File: src/supc_pkg.sv
/*
 shared register map, field layouts, reset values and state types of the supply mode
 and wake-up control block.
 assumes one core clock and a slow-clock tick made elsewhere.
*/
`default_nettype none

package supc_pkg;

	// ==========
	// register map
	localparam logic [7:0] MODE_OFFSET = 8'h08;
	localparam logic [7:0] WAKE_MODE_OFFSET = 8'h0c;
	localparam logic [7:0] WAKE_INPUT_OFFSET = 8'h10;
	localparam logic [7:0] STATUS_OFFSET = 8'h20;
	localparam logic [7:0] WRITE_KEY = 8'ha5;
	localparam logic [31:0] MODE_RESET = 32'h0008_0a00;
	localparam logic [31:0] MODE_WRITE_MASK = 32'h001e_1f3f;
	localparam logic [31:0] WAKE_MODE_WRITE_MASK = 32'h0000_770b;
	localparam int NUM_WAKE_MAX = 16;

	// ==========
	// field codes
	localparam logic [1:0] LCD_OFF_NOW = 2'h0;
	localparam logic [1:0] LCD_OFF_AT_EOF = 2'h1;
	localparam logic [1:0] LCD_EXTERNAL = 2'h2;
	localparam logic [1:0] LCD_INTERNAL = 2'h3;
	localparam logic [2:0] REG_LEVEL_LOWEST = 3'h2;
	localparam logic [2:0] REG_LEVEL_HIGHEST = 3'h5;
	localparam logic [2:0] BOD_DISABLED = 3'h0;

	// ==========
	// debounce limits in slow-clock periods, zero never accepts
	localparam logic [15:0] DEBOUNCE_NONE = 16'h0001;
	localparam logic [15:0] DEBOUNCE_3 = 16'h0003;
	localparam logic [15:0] DEBOUNCE_32 = 16'h0020;
	localparam logic [15:0] DEBOUNCE_512 = 16'h0200;
	localparam logic [15:0] DEBOUNCE_4096 = 16'h1000;
	localparam logic [15:0] DEBOUNCE_LONGEST = 16'h8000;
	localparam logic [15:0] DEBOUNCE_NEVER = 16'h0000;

	// ==========
	// types
	typedef struct packed {
		logic [7:0] key;
		logic [2:0] unused3;
		logic crystal_bypass;
		logic flash_power_on;
		logic rtc_alarm_power_on;
		logic backup_ram_power_on;
		logic unused2;
		logic [2:0] unused1;
		logic regulation_loss_reset_enable;
		logic [2:0] regulator_level_select;
		logic regulator_deep_enable;
		logic [1:0] unused0;
		logic [1:0] lcd_supply_select;
		logic [3:0] lcd_pump_level;
	} supply_mode_type;

	typedef struct packed {
		logic [16:0] unused3;
		logic [2:0] input_wake_debounce_field;
		logic unused2;
		logic [2:0] force_wake_debounce;
		logic [3:0] unused1;
		logic rtc_wake_enable;
		logic unused0;
		logic brownout_wake_enable;
		logic force_wake_enable;
	} wake_mode_type;

	typedef struct packed {
		logic [15:0] wake_input_polarity;
		logic [15:0] wake_input_enable;
	} wake_input_type;

	typedef struct packed {
		logic rd;
		logic wr;
		logic [7:0] addr;
		logic [31:0] wdata;
	} bus_req_type;

	typedef struct packed {
		logic armed;
		logic [15:0] count;
		logic hit;
	} debounce_state_type;

	typedef struct packed {
		supply_mode_type mode;
		wake_mode_type wake_mode;
		wake_input_type inputs;
		logic [31:0] rdata;
		logic lcd_ext;
		logic lcd_int;
		logic pump;
		logic [2:0] reg_level;
		logic core_reset;
		logic xtal_cmd_seen;
		logic slow_xtal;
		logic wake;
	} core_state_type;

	localparam supply_mode_type MODE_RESET_FIELDS = supply_mode_type'(MODE_RESET);
	localparam core_state_type STATE_RESET = '{
		mode: MODE_RESET_FIELDS,
		reg_level: MODE_RESET_FIELDS.regulator_level_select,
		default: '0
	};

	// both debounce fields share this decode; reserved codes never accept
	function automatic logic [15:0] debounce_limit(input logic [2:0] code, input logic [15:0] longest);
		logic [15:0] limit;
		limit = DEBOUNCE_NEVER;
		case (code)
			3'h0: limit = DEBOUNCE_NONE;
			3'h1: limit = DEBOUNCE_3;
			3'h2: limit = DEBOUNCE_32;
			3'h3: limit = DEBOUNCE_512;
			3'h4: limit = DEBOUNCE_4096;
			3'h5: limit = longest;
			default: limit = DEBOUNCE_NEVER;
		endcase
		return limit;
	endfunction

endpackage

`default_nettype wire

File: src/wake_debounce.sv
/*
 one wake source debouncer counting slow-clock ticks while the source is active.
 assumes tick_i is a one-cycle pulse per slow-clock edge in the core clock domain.
*/
`default_nettype none

module wake_debounce (
	input wire logic clk_i,
	input wire logic rst_i,
	input wire logic en_i,
	input wire logic tick_i,
	input wire logic active_i,
	input wire logic edge_i,
	input wire logic [15:0] limit_i,
	output logic hit_o
);

	supc_pkg::debounce_state_type s_q;
	supc_pkg::debounce_state_type s_d;

	// ==========
	// counting
	always_comb
	begin
		s_d = s_q;
		if (tick_i)
		begin
			// an edge source must be seen idle before it may count
			if (!active_i)
			begin
				s_d.armed = 1'b1;
				s_d.count = 16'h0000;
				s_d.hit = 1'b0;
			end
			else if ((s_q.armed || !edge_i) && limit_i != supc_pkg::DEBOUNCE_NEVER)
			begin
				if (s_q.count < limit_i)
				begin
					s_d.count = s_q.count + 16'h0001;
				end
				s_d.hit = (s_d.count >= limit_i);
			end
		end
	end

	always_ff @(posedge clk_i)
	begin
		if (rst_i)
		begin
			s_q <= '0;
		end
		else if (en_i)
		begin
			s_q <= s_d;
		end
	end

	assign hit_o = s_q.hit;
endmodule

`default_nettype wire

File: src/supply_mode_and_wakeup_control.sv
/*
 supply mode register, wake source configuration and core wake-up decision.
 assumes all pins are synchronous to the core clock and SLOW_CLOCK_TICK_I pulses once
 per slow-clock period.
*/
`default_nettype none

// How it works
// - lcd code 0 drops both sources and pump, 2 external, 3 internal with pump.
// - lcd code 1 drops sources and pump only at lcd end of frame.
// - deep-mode bit drives the regulator deep-mode output.
// - level codes 0 and 1 ignored, 2 to 4 rising, 5 to 7 highest.
// - regulation loss raises core reset only when its enable is set.
// - backup ram power bit drives backup ram switch.
// - rtc alarm power bit drives rtc alarm switch.
// - flash power bit drives flash switch.
// - bypass selects crystal in bypass; otherwise crystal-select command decides.
// - supply mode writes take effect only with key 0xa5.
// - enabled force-wake pin held low wakes the core.
// - enabled brownout alarm wakes the core.
// - enabled rtc alarm wakes the core.
// - force-wake pin debounce of 3, 32, 512, 4096 or 32768 slow periods.
// - wake input debounce of 3, 32, 512, 4096 or 32768 slow periods.
// - debounce code 0 accepts a source on one slow edge.
// - each wake input has its own enable bit.
// - polarity 0 wakes on falling transition, 1 on rising transition.
// - enables sit in bits 0 to 15, polarities in 16 to 31.
// - brownout wakes only while its sampling period is nonzero.
module supply_mode_and_wakeup_control #(
	parameter int NUM_WAKE = 16,
	parameter logic [15:0] LONGEST_DEBOUNCE = supc_pkg::DEBOUNCE_LONGEST
) (
	input wire logic CORE_CLK_I,
	input wire logic RESET_I,
	input wire logic CLK_EN_I,
	input wire logic SLOW_CLOCK_TICK_I,
	input wire logic [7:0] ADDR_I,
	input wire logic [31:0] WDATA_I,
	input wire logic WR_I,
	input wire logic RD_I,
	input wire logic LCD_EOF_I,
	input wire logic REG_LOSS_I,
	input wire logic CRYSTAL_SELECT_CMD_I,
	input wire logic FORCE_WAKE_PIN_N_I,
	input wire logic BROWNOUT_ALARM_I,
	input wire logic [2:0] BROWNOUT_SAMPLE_PERIOD_I,
	input wire logic RTC_ALARM_I,
	input wire logic [NUM_WAKE-1:0] WAKE_IN_I,
	output logic [31:0] RDATA_O,
	output logic LCD_EXT_SEL_O,
	output logic LCD_INT_SEL_O,
	output logic CHARGE_PUMP_ON_O,
	output logic [3:0] LCD_PUMP_LEVEL_O,
	output logic REG_DEEP_O,
	output logic [2:0] REG_LEVEL_O,
	output logic CORE_RESET_O,
	output logic BACKUP_RAM_ON_O,
	output logic RTC_POWER_ON_O,
	output logic FLASH_POWER_ON_O,
	output logic CRYSTAL_BYPASS_O,
	output logic SLOW_SRC_CRYSTAL_O,
	output logic WAKE_REQ_O
);

	// ==========
	// elaboration checks
	if (NUM_WAKE < 1 || NUM_WAKE > supc_pkg::NUM_WAKE_MAX)
	begin : g_bad_count
		$error("wake input count out of range");
	end
	if (LONGEST_DEBOUNCE == supc_pkg::DEBOUNCE_NEVER)
	begin : g_bad_debounce
		$error("longest debounce must be nonzero");
	end

	localparam logic [15:0] IN_MASK = 16'((17'h00001 << NUM_WAKE) - 17'h00001);

	supc_pkg::core_state_type s_q;
	supc_pkg::core_state_type s_d;
	supc_pkg::bus_req_type req;
	supc_pkg::supply_mode_type wr_mode;
	logic [NUM_WAKE-1:0] in_active;
	logic [NUM_WAKE-1:0] in_hit;
	logic [15:0] in_hit_all;
	logic force_hit;
	logic bod_wake;
	logic rtc_wake;
	logic [15:0] force_limit;
	logic [15:0] input_limit;

	assign req = '{rd: RD_I, wr: WR_I, addr: ADDR_I, wdata: WDATA_I};
	assign wr_mode = supc_pkg::supply_mode_type'(WDATA_I);

	// ==========
	// wake sources
	assign force_limit = supc_pkg::debounce_limit(s_q.wake_mode.force_wake_debounce, LONGEST_DEBOUNCE);
	assign input_limit = supc_pkg::debounce_limit(s_q.wake_mode.input_wake_debounce_field, LONGEST_DEBOUNCE);

	assign in_active = s_q.inputs.wake_input_enable[NUM_WAKE-1:0]
		& ~(WAKE_IN_I ^ s_q.inputs.wake_input_polarity[NUM_WAKE-1:0]);
	assign in_hit_all = 16'(in_hit);

	wake_debounce u_force_debounce (
		.clk_i(CORE_CLK_I),
		.rst_i(RESET_I),
		.en_i(CLK_EN_I),
		.tick_i(SLOW_CLOCK_TICK_I),
		.active_i(s_q.wake_mode.force_wake_enable && !FORCE_WAKE_PIN_N_I),
		.edge_i(1'b0),
		.limit_i(force_limit),
		.hit_o(force_hit)
	);

	// one debouncer per wake input, each needs a transition
	for (genvar i = 0; i < NUM_WAKE; i++)
	begin : g_wake
		wake_debounce u_input_debounce (
			.clk_i(CORE_CLK_I),
			.rst_i(RESET_I),
			.en_i(CLK_EN_I),
			.tick_i(SLOW_CLOCK_TICK_I),
			.active_i(in_active[i]),
			.edge_i(1'b1),
			.limit_i(input_limit),
			.hit_o(in_hit[i])
		);
	end

	assign bod_wake = s_q.wake_mode.brownout_wake_enable && BROWNOUT_ALARM_I
		&& BROWNOUT_SAMPLE_PERIOD_I != supc_pkg::BOD_DISABLED;
	// rtc alarm gated by its enable
	assign rtc_wake = s_q.wake_mode.rtc_wake_enable && RTC_ALARM_I;

	// ==========
	// next state
	always_comb
	begin
		s_d = s_q;
		// read data stand for one cycle only
		s_d.rdata = 32'h0000_0000;

		if (req.wr)
		begin
			// a wrong key drops the whole supply mode write
			if (req.addr == supc_pkg::MODE_OFFSET && wr_mode.key == supc_pkg::WRITE_KEY)
			begin
				s_d.mode = supc_pkg::supply_mode_type'(req.wdata & supc_pkg::MODE_WRITE_MASK);
			end
			if (req.addr == supc_pkg::WAKE_MODE_OFFSET)
			begin
				s_d.wake_mode = supc_pkg::wake_mode_type'(req.wdata & supc_pkg::WAKE_MODE_WRITE_MASK);
			end
			// enables low half, polarities high half
			if (req.addr == supc_pkg::WAKE_INPUT_OFFSET)
			begin
				s_d.inputs = supc_pkg::wake_input_type'(req.wdata & {IN_MASK, IN_MASK});
			end
		end

		if (req.rd)
		begin
			case (req.addr)
				supc_pkg::MODE_OFFSET: s_d.rdata = s_q.mode;
				supc_pkg::WAKE_MODE_OFFSET: s_d.rdata = s_q.wake_mode;
				supc_pkg::WAKE_INPUT_OFFSET: s_d.rdata = s_q.inputs;
				supc_pkg::STATUS_OFFSET: s_d.rdata = {in_hit_all, 12'h000, s_q.slow_xtal,
					s_q.mode.lcd_supply_select == supc_pkg::LCD_OFF_AT_EOF && (s_q.lcd_ext || s_q.lcd_int),
					force_hit, s_q.wake};
				default: s_d.rdata = 32'h0000_0000;
			endcase
		end

		unique case (s_q.mode.lcd_supply_select)
			supc_pkg::LCD_OFF_NOW:
			begin
				s_d.lcd_ext = 1'b0;
				s_d.lcd_int = 1'b0;
				s_d.pump = 1'b0;
			end
			// hold until the lcd frame ends
			supc_pkg::LCD_OFF_AT_EOF:
			begin
				if (LCD_EOF_I)
				begin
					s_d.lcd_ext = 1'b0;
					s_d.lcd_int = 1'b0;
					s_d.pump = 1'b0;
				end
			end
			supc_pkg::LCD_EXTERNAL:
			begin
				s_d.lcd_ext = 1'b1;
				s_d.lcd_int = 1'b0;
				s_d.pump = 1'b0;
			end
			supc_pkg::LCD_INTERNAL:
			begin
				s_d.lcd_ext = 1'b0;
				s_d.lcd_int = 1'b1;
				s_d.pump = 1'b1;
			end
		endcase

		// codes 0 and 1 keep the last level, codes above the highest map to the highest
		if (s_q.mode.regulator_level_select >= supc_pkg::REG_LEVEL_HIGHEST)
		begin
			s_d.reg_level = supc_pkg::REG_LEVEL_HIGHEST;
		end
		else if (s_q.mode.regulator_level_select >= supc_pkg::REG_LEVEL_LOWEST)
		begin
			s_d.reg_level = s_q.mode.regulator_level_select;
		end

		s_d.core_reset = REG_LOSS_I && s_q.mode.regulation_loss_reset_enable;

		if (CRYSTAL_SELECT_CMD_I)
		begin
			s_d.xtal_cmd_seen = 1'b1;
		end
		s_d.slow_xtal = s_q.mode.crystal_bypass || s_q.xtal_cmd_seen;

		// request moves only on slow edges
		if (SLOW_CLOCK_TICK_I)
		begin
			s_d.wake = force_hit || bod_wake || rtc_wake || (|in_hit);
		end
	end

	always_ff @(posedge CORE_CLK_I)
	begin
		if (RESET_I)
		begin
			s_q <= supc_pkg::STATE_RESET;
		end
		else if (CLK_EN_I)
		begin
			s_q <= s_d;
		end
	end

	// ==========
	// outputs, all from the state register
	assign RDATA_O = s_q.rdata;
	assign LCD_EXT_SEL_O = s_q.lcd_ext;
	assign LCD_INT_SEL_O = s_q.lcd_int;
	assign CHARGE_PUMP_ON_O = s_q.pump;
	assign LCD_PUMP_LEVEL_O = s_q.mode.lcd_pump_level;
	assign REG_DEEP_O = s_q.mode.regulator_deep_enable;
	assign REG_LEVEL_O = s_q.reg_level;
	assign CORE_RESET_O = s_q.core_reset;
	assign BACKUP_RAM_ON_O = s_q.mode.backup_ram_power_on;
	assign RTC_POWER_ON_O = s_q.mode.rtc_alarm_power_on;
	assign FLASH_POWER_ON_O = s_q.mode.flash_power_on;
	assign CRYSTAL_BYPASS_O = s_q.mode.crystal_bypass;
	assign SLOW_SRC_CRYSTAL_O = s_q.slow_xtal;
	assign WAKE_REQ_O = s_q.wake;
endmodule

`default_nettype wire

File: config.mk
export PLATFORM = sky130hd
export DESIGN_NAME = supply_mode_and_wakeup_control
export DESIGN_NICKNAME = d
export VERILOG_FILES = /design/src/supc_pkg.sv /design/src/wake_debounce.sv /design/src/supply_mode_and_wakeup_control.sv
export SDC_FILE = /design/constraint.sdc
export NUM_CORES = 1
export LEC_CHECK = 0
export BUFFER_PORTS_ARGS = -buffer_cell sky130_fd_sc_hd__buf_4
export CAP_MARGIN = 20
export CELL_PAD_IN_SITES_DETAIL_PLACEMENT = 1
export CELL_PAD_IN_SITES_GLOBAL_PLACEMENT = 1
export CORE_MARGIN = 10
export CORE_UTILIZATION = 45
export DETAILED_ROUTE_END_ITERATION = 12
export PLACE_DENSITY_LB_ADDON = 0.1
export SYNTH_ARGS = -nofsm -noshare
export SYNTH_HDL_FRONTEND = slang
export SYNTH_SLANG_ARGS = --single-unit
File: constraint.sdc
create_clock -name CORE_CLK_I -period 7.9 [get_ports CORE_CLK_I]
set_input_delay 1.185 -clock CORE_CLK_I [delete_from_list [all_inputs] [get_ports CORE_CLK_I]]
set_output_delay 1.185 -clock CORE_CLK_I [all_outputs]
set_load 0.01 [all_outputs]
==> summary.md, run 1 <==
| Metric | Value |
|---|---|
| Yosys reg bits | about 400 |
| Max Clk Rate | 181.5 MHz |
| Syn avg cell area | 7.634 sq um |
| Drt pass-1 iters | 7 |
| Area leader, netlist | dfxtp_1 |
| Pin slew with the least headroom to its limit | 1.152 ns |
| Ys async rst share | 0% |
| Vias per cell | 6.316 |
| Die width | 269.0 um |
| Post-layout min period | between 5 and 6 ns |
| GRT overflow | 0 |
| Die Height | between 200 and 300 um |
| Gate power share | 4.1% |
| Switching share of total power | between 20% and 30% |
| Register Area | ~8100 sq um |
| Residual DRC count | 0 |
| NetSw | 1113 uW |
| Final Routed Wirelength | 100900 um |
| Post-synth EDFFs | 0 |
| Synth Area in Simple Gates | 26.49% |
| Cts hold-fix bufs | 0 |
| Initial Util | between 40% and 50% |
| VDD IR-drop max | 0.1476 mV |
| Area of the multi-input gates | 18520 sq um |
| Most common cell after layout, fill and taps aside | nor2_1 |
| Top FF cell, synth | dfxtp_1 |
| Sequential share of power | 45.1% |
| Core ar. | 61600 sq um |
| Fraction of layout cells with a size suffix above 1 | 8.243% |
| Pre-CTS WS | 2.404 ns |
| Register area share after synthesis | 28.84% |
| RSZ-0062 raised after global routing | false |
| Port bufs | 120 |
| Fin worst setup slack | 2.390 ns |
| Placer Congestion | 0.9104 |
| Largest net degree at the start of global routing | between 150 and 200 |
| Hold Crit Class | register to register |
| WP data required | 8.41 ns |
| Cell area after synthesis | 27900 sq um |
| First-pass GRT wire length | 160600 um |
| Number of distinct library cells after synthesis | 84 |
| Reg2Reg Depth | 14 |
| Worst Setup Start Kind | register |
| Tot GR Track Use | a little over a quarter |
| Largest family of logic cells by synthesized area | simple AND/OR/NAND/NOR gates |
| Clock network fraction of total power | 50.7% |
| Critical path class | register to register |
| # H-tree levels | 2 |
| Complex-gate fraction of the synthesized area | 22.97% |
| Reg clk slew, reported paths | ~0.06 ns |
| Slew margin rel. | around 23% |
| Stages on worst setup path | 14 |
| Period utilization | 69.75% |
| Die ar. | 72370 sq um |
| Ports | ~120 |
| Xor and xnor area share after synthesis | 5.179% |
| CTS tree | built |
| Setup TNS | 0 ns |
| Antenna violations before repair | 1 |
| Initial DRC Count | about 1900 |
| Top cells by area, synth | dfxtp_1 29%, ha_1 9.1%, nor2_1 6.4%, a21oi_1 5.1%, nand2_1 4.6% |
| Finish-stage setup viols | 0 |
| Critical Path Source | s_q[88] |
| Layout Nets | 3855 |
| Syn Inst Count | roughly 3700 |
| Setup crit end | g_wake[11].u_input_debounce.hit_o |
| Run status | completed |
| Rows | between 90 and 100 |
| Synth Area in Adders | 9.148% |
| Int Power | 3409 uW |
| Pins over their slew limit | 0 |
| Vias in the first global route | about 29000 |
| Setup bufs post-CTS | 0 |
| Reg2reg end | g_wake[11].u_input_debounce.hit_o |
| Overall power | 4523 uW |
| Num CTS Buffers | 50 |
| Most frequent cells in the layout | 477 x nor2_1, 400 x dfxtp_1, 342 x nand2_1 |
| Mux share of post-synthesis cell area | 2.435% |
| Pwr per Cell Area | 148.0 nW/um^2 |
| Synth top area share | 28.84% |
| WP buf/inv | 2 |
| Area Growth Syn to Fin | 9.479% |
| Post_cts resized | 0 |
| Clock Skew | roughly 0.025 ns |
| CTS root buf | clkbuf_16 |
| Yosys warnings | 0 |
| Register-to-register setup slack | approximately 2.4 ns |
| Final hold vios | 0 |
| Pleak | 0.01158 uW |
| Critical path fanouts, max | 23 |
| Clk buf depth | 3 |
| Syn_nets | 3930 |
| Post-DP HPWL | 70220 um |
| Fill cells | around 7500 |
| Top Family by Delay on Critical Path | compound AO/OA/AOI/OAI gates |
| Post-route ant nets | 0 |
| Max incr delay on CP | 0.78 ns |
| Wire per inst | roughly 23 um |
| Worst-Skew Late Latency | 0.62 ns |
| Slowest stage cell, crit path | or3b_2 |
| Max cap viols | 0 |
| CP arrival | 6.02 ns |
| Vias | 28123 |
| Critical-path cell list | buf_4 > or3b_2 > buf_4 > ha_1 > o2111ai_2 > a211oi_2 > nor2_1 > mux2_2 > ha_1 > a221oi_1 > or4b_2 > a311o_1 > o2bb2ai_1 > a32o_1 |
| TritonCTS Sinks | roughly 400 |
| R2R Path Start | s_q[88] |
| Endpoint type of the worst setup path | register |
-- Yosys cell counts (10+ instances only) --
library cell	count
nor2_1	478
dfxtp_1	402
nand2_1	343
a21oi_1	282
clkbuf_1	225
ha_1	204
o21ai_0	195
nand3_1	144
xnor2_1	115
nor3_1	110
a22oi_1	97
and3_1	81
a31oi_1	60
or3_1	60
a311oi_1	56
nand4_1	53
mux2i_1	51
xor2_1	50
nor4_1	46
a211oi_1	44
inv_1	44
and2_1	41
buf_4	40
a21o_1	34
or4_1	30
nand2b_1	26
nand4b_1	18
o31a_1	18
a22o_1	17
or2_2	17
mux2_2	15
nand3b_1	15
o211ai_1	14
o31ai_1	14
a221oi_1	13
and4_1	12
a41oi_1	11
o2111ai_1	11
a311o_1	10
-- flip-flops by register name, indices dropped and copies added, names as in the netlist, 3 cells and up --
signal	count
REG_LEVEL_O	3
u_force_debounce.s_q	16
g_wake.u_input_debounce.s_q	272
s_q	48
RDATA_O	32
LCD_PUMP_LEVEL_O	4
g_wake.u_input_debounce.hit_o	16
-- how the worst min path moves through the flow --
stage                             end  depth (start not counted)  slack [ns]        start
after floorplan                s_q[2]                          2        0.44       s_q[2]
after global placement         s_q[2]                          2        0.45       s_q[2]
after detailed placement       s_q[2]                          2        0.46       s_q[2]
after CTS                 RDATA_O[15]                          2        0.47  RDATA_O[15]
after global routing      RDATA_O[15]                          2        0.49  RDATA_O[15]
final                     RDATA_O[15]                          2        0.47  RDATA_O[15]
-- cells by family after synthesis --
logic type                 after synthesis
adders and majority gates              204
muxes                                   66
and+or+nand+nor                       1522
DFF                                    402
xor gates and xnor gates               165
AOI/OAI and AO/OA                      974
buffers and inverters                  322
-- worst register-to-register path: cells and delay by family, from the launching register on --
kind / cells / cell delay, ns
flops: 1 / 0.33
compound gates: 6 / 1.67
mux: 1 / 0.34
buf+inv: 2 / 0.82
fa+ha+maj: 2 / 0.66
simple gates: 3 / 1.60
-- routing by layer --
metal / GRT usage [%] / up-vias / wire length (um)
met2: 45.64 / 606 / 47160
met3: 4.203 / 172 / 5016
met1: 35.19 / 14039 / 45770
met5: 0 / - / 0
li1: - / 13306 / -
met4: 9.610 / 0 / 2993
-- power by group through the flow --
stage / clock (uW) / combinational (uW) / sequential (uW)
6_report: 2290 / 187 / 2040
5_1_grt: 2420 / 201 / 2040
4_1_cts: 2340 / 185 / 2040
3_5_place_dp: 0 / 184 / 2080
2_1_floorplan: 0 / 93.2 / 2080
3_3_place_gp: 0 / 180 / 2080
-- area by class of cell --
cell class | count | share of cell area (%)
antenna | 1 | 0.008192
clock buffer | 67 | 4.534
inverter | 45 | 0.5529
multi-input combinational | 2931 | 60.62
sequential | 402 | 26.35
tap | 837 | 3.428
clock inverter | 20 | 0.6553
timing repair buffer | 150 | 3.846
-- through the flow --
step / instance area, sq um / utilization (%) / cells / hold WS [ns]
floorplan: 27900 / - / 3655 / 0.4374
global placement: 28920 / 46.95 / 4362 / 0.4531
detailed placement: 28940 / 46.98 / 4363 / 0.4605
CTS: 30530 / 49.56 / 4450 / 0.4692
global route: 30550 / 49.59 / 4452 / 0.4903
finish: 30550 / 49.59 / 4453 / 0.4665
No activity file was read; power rests on OpenSTA's default activity.
==> inputs of run 2 (changes only) <==
==> constraint.sdc (replaced) <==
create_clock -name CORE_CLK_I -period 5.6 [get_ports CORE_CLK_I]
set_input_delay 0.84 -clock CORE_CLK_I [delete_from_list [all_inputs] [get_ports CORE_CLK_I]]
set_output_delay 0.84 -clock CORE_CLK_I [all_outputs]
set_load 0.01 [all_outputs]
==> summary.md, run 2 (synthesis results as in run 1) <==
| Metric | Value |
|---|---|
| Residual DRC count | 0 (unchanged) |
| First-pass GRT wire length | 161900 um (was 160600 um) |
| GRT overflow | 0 (unchanged) |
| CTS root buf | clkbuf_16 (unchanged) |
| Biggest register | g_wake.u_input_debounce.s_q (unchanged) |
| Placer Congestion | 0.9129 (was 0.9104) |
| Ports | 121 (unchanged) |
| Critical path fanouts, max | 16 (was 23) |
| Antenna violations before repair | 5 (was 1) |
| CTS tree | built (unchanged) |
| Fin worst setup slack | 0.4426 ns (was 2.390 ns) |
| Pre-CTS WS | 0.4598 ns (was 2.404 ns) |
| VDD IR-drop max | 0.2181 mV (was 0.1476 mV) |
| Slew margin rel. | 22.19% (was 23.19%) |
| Core ar. | 61600 sq um (unchanged) |
| Post-DP HPWL | 72110 um (was 70220 um) |
| Period utilization | 92.10% (was 69.75%) |
| Drt pass-1 iters | 5 (was 7) |
| Hold Crit Class | input port to register (was register to register) |
| Clk buf depth | 3 (unchanged) |
| Pleak | 0.01170 uW (was 0.01158 uW) |
| Post-layout min period | 5.157 ns (was 5.510 ns) |
| Pwr per Cell Area | 213.4 nW/um^2 (was 148.0 nW/um^2) |
| Fin util | 49.97% (was 49.59%) |
| Largest net degree at the start of global routing | 209 (was 172) |
| Switching share of total power | 24.05% (was 24.62%) |
| Pin slew with the least headroom to its limit | 1.167 ns (was 1.152 ns) |
| Tot GR Track Use | 27.66% (was 27.31%) |
| R2R Path Start | s_q[87] (was s_q[88]) |
| Most common cell after layout, fill and taps aside | nor2_1 (unchanged) |
| Die width | 269.0 um (unchanged) |
| NetSw | 1579 uW (was 1113 uW) |
| # H-tree levels | 2 (unchanged) |
| Layout Nets | 3874 (was 3855) |
| Sequential share of power | 43.8% (was 45.1%) |
| Cts hold-fix bufs | 0 (unchanged) |
| Max Clk Rate | 193.9 MHz (was 181.5 MHz) |
| Setup crit end | g_wake[10].u_input_debounce.hit_o (was g_wake[11].u_input_debounce.hit_o) |
| Most frequent cells in the layout | 477 x nor2_1, 400 x dfxtp_1, 342 x nand2_1 (unchanged) |
| Vias | 28415 (was 28123) |
| Finish-stage setup viols | 0 (unchanged) |
| WP data required | 6.12 ns (was 8.41 ns) |
| Setup bufs post-CTS | 0 (unchanged) |
| Pins over their slew limit | 0 (unchanged) |
| Worst Setup Start Kind | register (unchanged) |
| Vias per cell | 6.351 (was 6.316) |
| Int Power | 4988 uW (was 3409 uW) |
| Worst-Skew Late Latency | 0.63 ns (was 0.62 ns) |
| CP arrival | 5.67 ns (was 6.02 ns) |
| Setup TNS | 0 ns (unchanged) |
| Final Routed Wirelength | 102300 um (was 100900 um) |
| Area Growth Syn to Fin | 10.32% (was 9.479%) |
| Clock Skew | 0.03740 ns (was 0.02538 ns) |
| Reg2Reg Depth | 14 (unchanged) |
| RSZ-0062 raised after global routing | false (unchanged) |
| Post_cts resized | 0 (unchanged) |
| Reg2reg end | g_wake[10].u_input_debounce.hit_o (was g_wake[11].u_input_debounce.hit_o) |
| Post-route ant nets | 0 (unchanged) |
| Num CTS Buffers | 49 (was 50) |
| Die ar. | 72370 sq um (unchanged) |
| Register-to-register setup slack | 0.44 ns (was 2.39 ns) |
| Wire per inst | 22.87 um (was 22.67 um) |
| Critical Path Source | s_q[87] (was s_q[88]) |
| Rows | 91 (unchanged) |
| Run status | completed (unchanged) |
| Gate power share | 4.1% (about the same) |
| Port bufs | 120 (unchanged) |
| Number of flip-flops in the largest register | 272 (unchanged) |
| Final hold vios | 0 (unchanged) |
| Initial Util | 45.30% (unchanged) |
| Fraction of layout cells with a size suffix above 1 | 8.776% (was 8.243%) |
| Max cap viols | 0 (unchanged) |
| Initial DRC Count | 1973 (was 1904) |
| Vias in the first global route | 29165 (was 28896) |
| Reg clk slew, reported paths | 0.06 ns (about the same) |
| Clock network fraction of total power | 52.1% (was 50.7%) |
| Endpoint type of the worst setup path | register (unchanged) |
| Critical path class | register to register (unchanged) |
| TritonCTS Sinks | 402 (unchanged) |
| Die Height | 269.0 um (unchanged) |
## run 2: cell count changes in the layout (fill, tap and decap cells not counted), moves of 2 or more
cell and delta:
clkbuf_1 -3, bufinv_16 +5, clkbuf_8 -2, buf_4 +21
## run 2: layout make-up
class,count,area [sq um]
Fill cell,7532,30820
Sequential cell,402,8050
Inverter,45,168.9
Antenna cell,2,5.005
Multi-Input combinational cell,2931,18510
Timing Repair Buffer,170,1306
Tap cell,837,1047
Clock buffer,61,1321
Clock inverter,26,369.1
## run 2: routing by layer
metal  track usage (%)  routed length (um)
met1             34.43               44560
met2             46.04               47130
met4             11.28                4240
met5                 0                   0
met3             5.553                6367
## run 2: how the worst min path moves through the flow
stage	endpoint	slack, ns	cells past startpoint	startpoint
floorplan	s_q[2]	0.44	2	s_q[2]
global placement	s_q[2]	0.45	2	s_q[2]
detailed placement	CORE_RESET_O	0.46	2	CORE_RESET_O
CTS	LCD_PUMP_LEVEL_O[2]	0.44	3	WDATA_I[2]
global route	s_q[117]	0.48	3	WDATA_I[11]
finish	LCD_PUMP_LEVEL_O[2]	0.46	3	WDATA_I[2]
## run 2: worst max-delay path, stage by stage, from the launching register on
cell       delay, ns
dfxtp_2         0.60
nand3b_1        0.53
buf_12          0.37
ha_1            0.20
or3_1           0.33
o2111ai_1       0.30
a21oi_1         0.16
nor2_1          0.31
mux2_2          0.40
ha_1            0.28
a221oi_1        0.31
or4b_2          0.61
a31o_2          0.26
a221oi_1        0.24
o21ai_0         0.12
## run 2: power by group through the flow
| stage | clock network [uW] | logic, uW | registers (uW) |
|---|---|---|---|
| 2_1_floorplan | 0 | 131 | 2940 |
| 3_3_place_gp | 0 | 256 | 2940 |
| 3_5_place_dp | 0 | 264 | 2940 |
| 4_1_cts | 3470 | 266 | 2880 |
| 5_1_grt | 3590 | 289 | 2880 |
| 6_report | 3420 | 269 | 2880 |
## run 2: through the flow
step | hold WS, ns | total power (uW) | instances | instance area [sq um]
after global routing | 0.4834 | 6756 | 4472 | 30780
after global placement | 0.4506 | 3196 | 4383 | 29070
after detailed placement | 0.4618 | 3205 | 4384 | 29080
after CTS | 0.4434 | 6617 | 4471 | 30770
final | 0.4599 | 6568 | 4474 | 30780
after floorplan | 0.4374 | 3071 | 3655 | 27910
==> inputs of run 3 (changes only) <==
--- a/config.mk
+++ b/config.mk
@@ -11,8 +11,10 @@
 export CELL_PAD_IN_SITES_GLOBAL_PLACEMENT = 1
 export CORE_MARGIN = 10
 export CORE_UTILIZATION = 45
+export CTS_BUF_LIST = sky130_fd_sc_hd__clkbuf_4
 export DETAILED_ROUTE_END_ITERATION = 12
 export PLACE_DENSITY_LB_ADDON = 0.1
+export REMOVE_ABC_BUFFERS = 1
 export SYNTH_ARGS = -nofsm -noshare
 export SYNTH_HDL_FRONTEND = slang
 export SYNTH_SLANG_ARGS = --single-unit
==> summary.md, run 3 (synthesis results as in run 1) <==
| Metric | Value |
|---|---|
| Layout Nets | 3940 (was 3874) |
| Critical path class | register to register (unchanged) |
| Final hold vios | 0 (unchanged) |
| Finish-stage setup viols | 0 (unchanged) |
| Reg2Reg Depth | 15 (was 14) |
| Fin cells | 4609 (was 4474) |
| Slew margin rel. | 27.75% (was 22.19%) |
| CTS root buf | clkbuf_4 (was clkbuf_16) |
| Ports | 121 (unchanged) |
| Period utilization | 88.51% (was 92.10%) |
| Core ar. | 61600 sq um (unchanged) |
| Vias per cell | 6.205 (was 6.351) |
| Largest net degree at the start of global routing | 177 (was 209) |
| Num CTS Buffers | 121 (was 49) |
| Pin slew with the least headroom to its limit | 1.084 ns (was 1.167 ns) |
| Antenna violations before repair | 2 (was 5) |
| Wire per inst | 21.56 um (was 22.87 um) |
| Rows | 91 (unchanged) |
| GRT overflow | 0 (unchanged) |
| Pins over their slew limit | 0 (unchanged) |
| Pwr per Cell Area | 200.9 nW/um^2 (was 213.4 nW/um^2) |
| Fin worst setup slack | 0.6433 ns (was 0.4426 ns) |
| Slowest stage cell, crit path | or4b_2 (unchanged) |
| TritonCTS Sinks | 402 (unchanged) |
| Fill cells | 7668 (was 7532) |
| Drt pass-1 iters | 5 (unchanged) |
| Post-layout min period | 4.957 ns (was 5.157 ns) |
| R2R Path Start | s_q[87] (unchanged) |
| Die ar. | 72370 sq um (unchanged) |
| Most frequent cells in the layout | 477 x nor2_1, 400 x dfxtp_1, 342 x nand2_1 (unchanged) |
| # H-tree levels | 3 (was 2) |
| Die Height | 269.0 um (unchanged) |
| VDD IR-drop max | 0.1409 mV (was 0.2181 mV) |
| Reg2reg end | g_wake[10].u_input_debounce.hit_o (unchanged) |
| Residual DRC count | 0 (unchanged) |
| Max Clk Rate | 201.7 MHz (was 193.9 MHz) |
| Reg clk slew, reported paths | 0.06 ns (about the same) |
| Port bufs | 120 (unchanged) |
| Hold Path Origin | WDATA_I[17] (was WDATA_I[2]) |
| CTS tree | built (unchanged) |
| Final Routed Wirelength | 99380 um (was 102300 um) |
| Fraction of layout cells with a size suffix above 1 | 11.20% (was 8.776%) |
| Number of flip-flops in the largest register | 272 (unchanged) |
| Setup bufs post-CTS | 0 (unchanged) |
| Clk buf depth | 3 (unchanged) |
| Register-to-register setup slack | 0.64 ns (was 0.44 ns) |
| Max incr delay on CP | 0.62 ns (was 0.61 ns) |
| Worst Hold Endpoint | BACKUP_RAM_ON_O (was LCD_PUMP_LEVEL_O[2]) |
| Placed Instances | 4378 (was 4384) |
| Placer Congestion | 0.9083 (was 0.9129) |
| Endpoint type of the worst setup path | register (unchanged) |
| Worst Setup Start Kind | register (unchanged) |
| Die width | 269.0 um (unchanged) |
| Biggest register | g_wake.u_input_debounce.s_q (unchanged) |
| Cts hold-fix bufs | 0 (unchanged) |
| Post-DP HPWL | 68930 um (was 72110 um) |
| Critical-path cell list | buf_4 > nor2_4 > nand2_2 > ha_1 > or4_1 > o21ai_0 > a21oi_1 > nor2_1 > mux2_2 > ha_1 > a221oi_1 > or4b_2 > a31o_2 > a221oi_1 > o21ai_0 (was nand3b_1 > buf_12 > ha_1 > or3_1 > o2111ai_1 > a21oi_1 > nor2_1 > mux2_2 > ha_1 > a221oi_1 > or4b_2 > a31o_2 > a221oi_1 > o21ai_0) |
| Initial Util | 45.30% (unchanged) |
| First-pass GRT wire length | 159900 um (was 161900 um) |
| Most common cell after layout, fill and taps aside | nor2_1 (unchanged) |
| Hold Crit Class | input port to register (unchanged) |
| Worst-Skew Late Latency | 0.93 ns (was 0.63 ns) |
| CP arrival | 5.72 ns (was 5.67 ns) |
| Initial DRC Count | 1477 (was 1973) |
| Critical Path Source | s_q[87] (unchanged) |
| Setup TNS | 0 ns (unchanged) |
| Clock Skew | 0.04146 ns (was 0.03740 ns) |
| Pleak | 0.01178 uW (was 0.01170 uW) |
| Vias | 28599 (was 28415) |
| WP data required | 6.36 ns (was 6.12 ns) |
| Vias in the first global route | 29129 (was 29165) |
| Area Growth Syn to Fin | 9.834% (was 10.32%) |
| Run status | completed (unchanged) |
| Hold depth | 3 (unchanged) |
| Pre-CTS WS | 0.6867 ns (was 0.4598 ns) |
| RSZ-0062 raised after global routing | false (unchanged) |
| Post-route ant nets | 0 (unchanged) |
| Critical path fanouts, max | 15 (was 16) |
| Tot GR Track Use | 27.05% (was 27.66%) |
| Post_cts resized | 0 (unchanged) |
| Max cap viols | 0 (unchanged) |
[run 3: changes by cell type in the layout (fill, tap and decap cells not counted), moves of 3 or more]
cell and change:
clkbuf_4 +178, clkbuf_16 -49, clkinv_1 +36, clkbuf_1 -7
bufinv_16 -5, clkbuf_8 -5, clkinv_2 -5, buf_4 -4
diode_2 +3
[run 3: report_power, final]
part | leakage [uW] | internal [uW] | switching [uW]
combinational | 0.00760 | 74.7 | 186
clock | 0.000947 | 1590 | 1430
sequential | 0.00324 | 2870 | 9.64
total | 0.0118 | 4530 | 1630
[run 3: worst max path at each step]
stage / cells after the start / to / slack, ns
CTS: 15 / g_wake[10].u_input_debounce.hit_o / 0.67
global route: 15 / g_wake[10].u_input_debounce.hit_o / 0.39
floorplan: 14 / g_wake[10].u_input_debounce.hit_o / 0.1
global placement: 15 / g_wake[10].u_input_debounce.hit_o / 0.91
detailed placement: 15 / g_wake[10].u_input_debounce.hit_o / 0.69
finish: 15 / g_wake[10].u_input_debounce.hit_o / 0.64
[run 3: metrics by stage]
stage	hold slack, ns	instance area, sq um	total power, uW	util, %
finish	0.1599	30650	6157	49.75
CTS	0.07732	30630	6242	49.72
global route	0.07070	30650	6429	49.75
detailed placement	0.4612	29020	3199	47.12
global placement	0.4521	29020	3191	47.12
floorplan	0.4374	26690	3026	-
[run 3: final cells by class]
cell class | count | area [sq um] | share of cell area [%]
diodes | 5 | 12.51 | 0.04083
clock buffers | 178 | 1336 | 4.360
clock inverters | 47 | 267.8 | 0.8737
inverters | 45 | 168.9 | 0.5512
multi-input cells | 2931 | 18510 | 60.41
flip-flops and latches | 402 | 8050 | 26.27
well taps | 837 | 1047 | 3.417
repair buffers | 164 | 1251 | 4.083
[run 3: critical path, delay by kind of cell (launching register included)]
family	cells	cell delay, ns
AND/OR/NAND/NOR	5	1.84
flip-flops	1	0.39
adder cells (fa/ha/maj)	2	0.58
multiplexers	1	0.40
AO/OA/AOI/OAI	6	1.31
buffers and inverters	1	0.27
[run 3: per-layer routing]
metal / part of all wire, % / up-vias / GRT usage (%) / routed length, um
li1: - / 13559 / - / -
met1: 45 / 14150 / 34.77 / 44390
met2: 47 / 707 / 44.82 / 46220
met3: 6.0 / 183 / 5.005 / 5993
met4: 2.8 / 0 / 9.185 / 2777
met5: 0 / - / 0 / 0
